===== src/core/ddcs_pkg.sv =====
// constants for the second downconverter decimation and source select block
//
// Behaviour
// - bit 3 of the control register selects real or complex output and so the total decimation.
// - with bit 3 clear both in-phase and quadrature samples carry data.
// - with bit 3 set only in-phase carries data, made real by an extra sample-rate mix.
// - rate code 000 uses half-band one and two, decimating by 2 real or 4 complex.
// - rate code 001 uses half-band one to three, decimating by 4 real or 8 complex.
// - rate code 010 uses all four half-bands, decimating by 8 real or 16 complex.
// - rate code 011 uses half-band one only, full rate real or by 2 complex.
// - rate code 100 uses half-band one and the third-band, by 3 real or 6 complex.
// - rate code 101 uses half-band one, two and the third-band, by 6 real or 12 complex.
// - rate code 110 uses half-band one to three and the third-band, by 12 real or 24 complex.
// - rate code 111 takes the chain from the extended field in bits 7:4 of the source register.
// - extended code 0 uses the third-band and all half-bands, by 24 real or 48 complex.
// - extended code 2 uses the fifth-band and half-band one, by 5 real or 10 complex.
// - extended code 3 uses the fifth-band and half-band one and two, by 10 real or 20 complex.
// - extended code 4 uses the fifth-band and half-band one to three, by 20 real or 40 complex.
package ddcs_pkg;
  localparam int SW = 16;
  localparam int AW = 12;
  localparam int FIFO_DEPTH = 32;
  localparam int FIFO_MARGIN = 3;
  // register indices; byte address is four times the index
  localparam logic [AW-1:0] CTRL_IDX = 12'h350;
  localparam logic [AW-1:0] SRC_IDX = 12'h351;
  localparam logic [AW-1:0] STAT_IDX = 12'h352;
  localparam logic [AW-1:0] CTRL_ADDR = {CTRL_IDX[AW-3:0], 2'h0};
  localparam logic [AW-1:0] SRC_ADDR = {SRC_IDX[AW-3:0], 2'h0};
  localparam logic [AW-1:0] STAT_ADDR = {STAT_IDX[AW-3:0], 2'h0};
  localparam logic [7:0] CTRL_RESET = 8'h00;
  localparam logic [7:0] SRC_RESET = 8'h00;
  localparam logic [7:0] SRC_WMASK = 8'hf5;
  localparam int C2R_BIT = 3;
  localparam int QSEL_BIT = 2;
  localparam int ISEL_BIT = 0;
  localparam int EXT_LSB = 4;
  localparam logic [2:0] RATE_EXT = 3'h7;
  localparam logic [3:0] EXT_MAX = 4'h4;
  localparam logic [3:0] EXT_RSVD = 4'h1;
  // stage mask: 0 hb one, 1 hb two, 2 hb three, 3 hb four, 4 third-band, 5 fifth-band
  // real-output factors indexed by primary rate code
  localparam logic [6:0][5:0] PRI_DEC = {6'h0c, 6'h06, 6'h03, 6'h01, 6'h08, 6'h04, 6'h02};
  localparam logic [6:0][5:0] PRI_MASK = {6'h17, 6'h13, 6'h11, 6'h01, 6'h0f, 6'h07, 6'h03};
  // real-output factors indexed by extended rate code, entry 1 reserved
  localparam logic [4:0][5:0] EXT_DEC = {6'h14, 6'h0a, 6'h05, 6'h00, 6'h18};
  localparam logic [4:0][5:0] EXT_MASK = {6'h27, 6'h23, 6'h21, 6'h00, 6'h1f};
  typedef enum logic [1:0] {MIX_P0, MIX_P1, MIX_P2, MIX_P3} ddcs_mix_t;
endpackage


===== src/core/ddcs_top.sv =====
// second downconverter source select, decimation select and output fifo
//
// The APB register port was chosen for this implementation.

// ==========================================
// fifo with registered head
module ddcs_fifo
  import ddcs_pkg::*;
#(
  parameter int W = 32,
  parameter int D = 32
)(
  input  wire logic               pclk,
  input  wire logic               presetn,
  input  wire logic               ce,
  input  wire logic               in_valid,
  output logic                    in_ready,
  input  wire logic [W-1:0]       in_data,
  output logic                    out_valid,
  input  wire logic               out_ready,
  output logic [W-1:0]            out_data,
  output logic [$clog2(D+1)-1:0]  level
);
  localparam int PW = $clog2(D);
  logic [W-1:0]  mem [D];
  logic [PW-1:0] wptr;
  logic [PW-1:0] rptr;
  wire           push = ce && in_valid && in_ready;
  wire           pop = ce && (level != '0) && (!out_valid || out_ready);
  assign in_ready = (level < D[$clog2(D+1)-1:0]);

  always_ff @(posedge pclk)
  begin
    if (push)
    begin
      mem[wptr] <= in_data;
    end
  end

  always_ff @(posedge pclk or negedge presetn)
  begin
    if (!presetn)
    begin
      wptr <= '0;
      rptr <= '0;
      level <= '0;
      out_valid <= 1'b0;
      out_data <= '0;
    end
    else if (ce)
    begin
      if (push)
      begin
        wptr <= wptr + 1'b1;
      end
      if (pop)
      begin
        rptr <= rptr + 1'b1;
        out_data <= mem[rptr];
        out_valid <= 1'b1;
      end
      else if (out_ready)
      begin
        out_valid <= 1'b0;
      end
      level <= level + {{($clog2(D+1)-1){1'b0}}, push} - {{($clog2(D+1)-1){1'b0}}, pop};
    end
  end
endmodule

// ==========================================
// top
module ddcs_top
  import ddcs_pkg::*;
(
  input  wire logic           pclk,
  input  wire logic           presetn,
  input  wire logic           ce,
  input  wire logic           psel,
  input  wire logic           penable,
  input  wire logic           pwrite,
  input  wire logic [AW-1:0]  paddr,
  input  wire logic [31:0]    pwdata,
  output logic [31:0]         prdata,
  output logic                pready,
  output logic                pslverr,
  input  wire logic [SW-1:0]  chan_a,
  input  wire logic [SW-1:0]  chan_b,
  input  wire logic           samp_valid,
  output logic                samp_ready,
  output logic                out_valid,
  input  wire logic           out_ready,
  output logic [SW-1:0]       out_i,
  output logic [SW-1:0]       out_q,
  output logic                out_real
);
  localparam int LW = $clog2(FIFO_DEPTH+1);

  // ==========================================
  // chain decode
  function automatic logic [12:0] chain_decode(input logic [2:0] rate, input logic [3:0] ext);
    logic [12:0] r;
    r = '0;
    if (rate != RATE_EXT)
    begin
      r = {1'b1, PRI_DEC[rate], PRI_MASK[rate]};
    end
    else if (ext <= EXT_MAX && ext != EXT_RSVD)
    begin
      r = {1'b1, EXT_DEC[ext[2:0]], EXT_MASK[ext[2:0]]};
    end
    return r;
  endfunction

  logic [7:0]  ctrl;
  logic [7:0]  src;
  logic [5:0]  act_factor;
  logic [5:0]  act_mask;
  logic        act_c2r;
  logic [5:0]  cnt;
  ddcs_mix_t   mix;
  logic        push_valid;
  logic [SW-1:0] push_i;
  logic [SW-1:0] push_q;
  logic        fifo_in_ready;
  logic [LW-1:0] fifo_level;

  // ==========================================
  // apb decode
  wire        acc_phase = psel && penable;
  wire        hit_ctrl = (paddr == CTRL_ADDR);
  wire        hit_src = (paddr == SRC_ADDR);
  wire        hit_stat = (paddr == STAT_ADDR);
  wire        mapped = hit_ctrl || hit_src || hit_stat;
  wire        wr_now = acc_phase && pready && pwrite;
  wire [7:0]  stat_val = {act_c2r, 1'b0, act_mask};
  wire [31:0] rd_val = hit_ctrl ? {24'h0, ctrl} :
                       hit_src ? {24'h0, src & SRC_WMASK} :
                       hit_stat ? {18'h0, act_factor, stat_val} : 32'h0;

  always_ff @(posedge pclk or negedge presetn)
  begin
    if (!presetn)
    begin
      pready <= 1'b0;
      pslverr <= 1'b0;
      prdata <= '0;
      ctrl <= CTRL_RESET;
      src <= SRC_RESET;
    end
    else if (ce)
    begin
      pready <= acc_phase && !pready;
      if (acc_phase && !pready)
      begin
        prdata <= pwrite ? 32'h0 : rd_val;
        pslverr <= !mapped || (pwrite && hit_stat);
      end
      if (wr_now && hit_ctrl)
      begin
        ctrl <= pwdata[7:0];
      end
      if (wr_now && hit_src)
      begin
        src <= pwdata[7:0] & SRC_WMASK;
      end
    end
  end

  // ==========================================
  // active chain, reserved codes keep the previous one
  wire [12:0] dec = chain_decode(ctrl[2:0], src[7:EXT_LSB]);
  wire [5:0]  tot_factor = act_c2r ? act_factor : {act_factor[4:0], 1'b0};

  always_ff @(posedge pclk or negedge presetn)
  begin
    if (!presetn)
    begin
      act_factor <= PRI_DEC[0];
      act_mask <= PRI_MASK[0];
      act_c2r <= 1'b0;
    end
    else if (ce && dec[12])
    begin
      act_factor <= dec[11:6];
      act_mask <= dec[5:0];
      act_c2r <= ctrl[C2R_BIT];
    end
  end

  // ==========================================
  // source select, decimation and real conversion
  wire [SW-1:0] i_in = src[ISEL_BIT] ? chan_b : chan_a;
  wire [SW-1:0] q_in = src[QSEL_BIT] ? chan_b : chan_a;
  wire          accept = ce && samp_valid && samp_ready;
  wire          emit = accept && (cnt >= tot_factor - 6'h01);
  wire [SW-1:0] neg_i = SW'(-i_in);
  wire [SW-1:0] neg_q = SW'(-q_in);
  wire [SW-1:0] real_v = (mix == MIX_P0) ? i_in :
                         (mix == MIX_P1) ? neg_q :
                         (mix == MIX_P2) ? neg_i : q_in;

  always_ff @(posedge pclk or negedge presetn)
  begin
    if (!presetn)
    begin
      cnt <= '0;
      mix <= MIX_P0;
      push_valid <= 1'b0;
      push_i <= '0;
      push_q <= '0;
      samp_ready <= 1'b0;
      out_real <= 1'b0;
    end
    else if (ce)
    begin
      samp_ready <= fifo_level < LW'(FIFO_DEPTH - FIFO_MARGIN);
      out_real <= act_c2r;
      push_valid <= emit;
      if (accept)
      begin
        cnt <= emit ? '0 : cnt + 6'h01;
      end
      if (emit)
      begin
        push_i <= act_c2r ? real_v : i_in;
        push_q <= act_c2r ? '0 : q_in;
        mix <= ddcs_mix_t'(mix + 2'h1);
      end
    end
  end

  ddcs_fifo #(
    .W (2*SW),
    .D (FIFO_DEPTH)
  ) u_fifo (
    .pclk      (pclk),
    .presetn   (presetn),
    .ce        (ce),
    .in_valid  (push_valid),
    .in_ready  (fifo_in_ready),
    .in_data   ({push_i, push_q}),
    .out_valid (out_valid),
    .out_ready (out_ready),
    .out_data  ({out_i, out_q}),
    .level     (fifo_level)
  );
endmodule


===== config.mk =====
export PLATFORM = sky130hd
export DESIGN_NAME = ddcs_top
export DESIGN_NICKNAME = d
export VERILOG_FILES = /design/src/core/ddcs_pkg.sv /design/src/core/ddcs_top.sv
export SDC_FILE = /design/constraint.sdc
export NUM_CORES = 1
export LEC_CHECK = 0
export BUFFER_PORTS_ARGS = -buffer_cell sky130_fd_sc_hd__buf_2
export CAP_MARGIN = 10
export CORE_ASPECT_RATIO = 1.25
export CORE_MARGIN = 3
export CORE_UTILIZATION = 24
export DETAILED_ROUTE_END_ITERATION = 8
export PLACE_DENSITY = 0.49
export SYNTH_ARGS = -nofsm -noshare
export SYNTH_HDL_FRONTEND = slang
export SYNTH_SLANG_ARGS = --single-unit

===== constraint.sdc =====
create_clock -name pclk -period 4.4 [get_ports pclk]
set_clock_uncertainty 0.05 [all_clocks]
set_input_delay 0.88 -clock pclk [delete_from_list [all_inputs] [get_ports pclk]]
set_output_delay 0.88 -clock pclk [all_outputs]
set_load 0.05 [all_outputs]

==> summary.txt <==
Run status
  • Status: finished, final reports clean

Synth
  • Dominant cell type by area after synthesis: edfxtp_1
  • Post-synthesis cell type count: 64
  • Synth Register Bits: 1157
  • Mapped Avg Cell Area: 19.8 um^2
  • Top cell type's share of synthesized area: 0.660
  • Area contributors post-synth: edfxtp_1, mux4_2, dfrtp_1
  • Most frequent cell after synthesis: edfxtp_1
  • Commonest register cell after synthesis: edfxtp_1
  • Top cells by count, synth: edfxtp_1, mux4_2, dfrtp_1, nor2_1, nand2_1
  • Cell area after synthesis: 46600 um^2
  • Async S/R FF share, synth: 0.115
  • Seq/Total Area, Yosys: 0.732
  • Post-synth EDFFs: between 1000 and 1500
  • Mapped Cells: between 2000 and 2500
  • Synth warn: 0

Setup path
  • CP dominant cell by count: a21oi_1
  • Crit start category: flip-flop
  • Worst Setup End Kind: flip-flop
  • Reg2reg setup slack: ~1.1 ns
  • Worst-path cell chain: mux2i_1, ha_1, nand2b_1, or3_1, a21oi_1, a21oi_1, ha_1, a21o_1, a21oi_1, o31ai_1, buf_4, nand2b_2, buf_12, a21oi_1, a22o_1
  • Buffers & Inverters on Critical Path: 2
  • R2r endpoint: push_i[13]
  • RR Startpoint: act_factor[0]
  • Critical path class: flip-flop to flip-flop
  • CP max stage delay: between 0.4 and 0.5 ns
  • Worst Path Required: 4.95 ns
  • Crit-path max FO: 36
  • Critical path arrival: slightly below 4 ns
  • Cell family with most CP delay: compound AO/OA/AOI/OAI gates
  • Reg2reg path depth: 15
  • CP max-delay cell: dfrtp_1

Layout
  • Area Overhead vs Synth: 18.4%
  • Number of nets in the layout: 2701
  • Share of post-route cells with drive strength above 1: 0.293

Clock tree
  • H-tree depth: 3
  • Latest clock arrival within the worst-skew pair: 0.73 ns
  • Post-CTS Setup Bufs: 0
  • Clock Pin Slew Worst Setup and Hold Paths: approximately 0.060 ns
  • Hold buffers post-CTS: 0
  • Post_cts resized: 0
  • CTS tree: yes
  • Clock sinks: approximately 1200
  • Clk buf depth: 3
  • Total CTS buffers: roughly 120
  • Root buf cell: clkbuf_16

Power
  • Clk pwr share: 0.354
  • Psw: a little under 0.008 W
  • Internal Power: between 0.015 and 0.02 W
  • Reg power frac: 0.453
  • Combinational power share: 0.194
  • Worst vdd ir: about 0.00045 V
  • Leakage: 19.2 nW
  • Power Density: between 500 and 600 nW/um^2
  • Sw Ratio: 0.282

STA
  • Minimum clock period: roughly 3.3 ns
  • Peak Freq: ~300 MHz
  • Final worst path period share: 0.759
  • Worst slew pin tran: ~1.2 ns
  • Final Worst Setup Slack: 1.06 ns
  • Relative max-transition margin: 0.175
  • Slew Limit Fails: 0
  • Final hold violation count: 0
  • Final Setup Violations: 0
  • Final setup TNS: 0 ns
  • RSZ-0062 raised after global routing: no

Floorplanning
  • Io pins: ~150
  • Die W: roughly 400 um
  • Initial Util: 0.242
  • Rows: 180
  • Core Box Area: ~190000 um^2
  • Die Ht: around 500 um
  • Die ar.: ~200000 um^2

GRT
  • Initial antenna violation count: 5
  • Global-route wire length before repair: about 180 mm
  • Pin count of the biggest net entering global routing: 70
  • Grt ovf: 0
  • Number of global-route vias before repair: roughly 24000
  • Total track usage: 0.120

Drt
  • Post-Route WL: around 120 mm
  • DR vias: 23175
  • DRC Markers: 0
  • DRT antenna net count: 0
  • Starting DRC count in detailed routing: 1844
  • First-pass DRT Iterations: 4
  • Drt wl/cell: between 20 and 25 um
  • Avg Vias per Cell: roughly 4.4

Placed design
  • Final Wtd Congestion: about 0.75
  • Port Buffers: 109
  • Worst slack, placed: 0.976 ns
  • Hpwl dp: between 70 and 80 mm

Job
  • Max_cap viols: 0

Min path
  • Min-delay worst type: primary input to async pin
placed cells by master (no fill, tap or decap), types with 6 or more instances in the layout:
cell type,synthesis,layout
a21oi_1,76,75
a22o_1,10,10
a31oi_1,7,7
and2_1,7,7
buf_12,0,36
buf_2,30,108
buf_4,19,89
bufinv_16,0,7
clkbuf_1,84,22
clkbuf_16,0,120
clkbuf_8,0,9
clkinv_1,0,27
clkinv_2,0,23
conb_1,1,19
dfrtp_1,130,125
edfxtp_1,1024,1024
ha_1,38,38
inv_1,31,31
mux2_2,13,13
mux2i_1,71,71
mux4_2,320,320
nand2_1,92,92
nand2b_1,8,7
nand3_1,17,17
nand4_1,8,8
nor2_1,112,80
nor2_4,0,32
nor3_1,14,14
nor4_1,9,9
nor4b_1,6,6
o211ai_1,10,10
o21ai_0,53,53
o31ai_1,24,24
o41ai_1,6,6
or3_1,9,9
or4_1,6,6
xnor2_1,21,21
xor2_1,12,12
power by group through the flow:
stage                     sequential [W]  clock (W)  combinational [W]
after floorplan                   0.0129          0            0.00355
after CTS                         0.0125     0.0101            0.00553
after detailed placement          0.0127          0            0.00552
final                             0.0125    0.00976            0.00534
after global routing              0.0125     0.0105            0.00578
after global placement            0.0127          0            0.00553
cells by family after synthesis:
group                      synth area share
other                             0.0000805
buffers and inverters                0.0168
DFF                                   0.732
xor gates and xnor gates            0.00620
AOI/OAI and AO/OA                    0.0297
muxes                                 0.173
adders and majority gates            0.0106
and+or+nand+nor                      0.0320
how the worst max path moves through the flow:
stage,start,end,cells after the start
after global placement,act_factor[0],push_i[13],15
final,act_factor[0],push_i[13],15
after floorplan,act_c2r,push_i[9],15
after CTS,act_factor[0],push_i[13],15
after detailed placement,chan_b[1],push_i[12],9
after global routing,act_factor[0],push_i[12],15
sequential cells by signal, indices dropped and copies added, names as in the netlist:
name	flops
u_fifo.out_valid	1
u_fifo.mem	1024
samp_ready	1
push_i	16
src	6
u_fifo.wptr	5
pready	1
mix	2
pslverr	1
act_factor	5
act_mask	6
push_q	16
ctrl	8
out_real	1
u_fifo.level	6
u_fifo.out_data	32
cnt	6
u_fifo.rptr	5
act_c2r	1
prdata	13
push_valid	1
area by class of cell:
type	count	area, um^2
fillers	19117	138000
flip-flops and latches	1157	34100
well taps	2548	3190
clock inverters	66	520
inverters	31	116
diodes	2	5.00
repair buffers	235	1970
clock buffers	151	3210
multi-input cells	1034	12000
per-layer routing:
layer,share of wire,up-vias,GRT usage
met5,0.00011,-,0
met3,0.041,129,0.0208
li1,-,10048,-
met4,0.017,2,0.0285
met2,0.49,502,0.198
met1,0.45,12494,0.164
metrics by stage:
stage / std cells / utilization / hold WS (ns) / total power, W / cell area (um^2)
floorplan: 2368 / - / 0.389 / 0.0164 / 46700
global placement: 4998 / 0.266 / 0.418 / 0.0183 / 51300
detailed placement: 4998 / 0.266 / 0.406 / 0.0183 / 51300
CTS: 5215 / 0.285 / 0.113 / 0.0281 / 55000
global route: 5223 / 0.286 / 0.158 / 0.0288 / 55200
finish: 5224 / 0.286 / 0.117 / 0.0276 / 55200
Power figures use the tool's default switching activity.
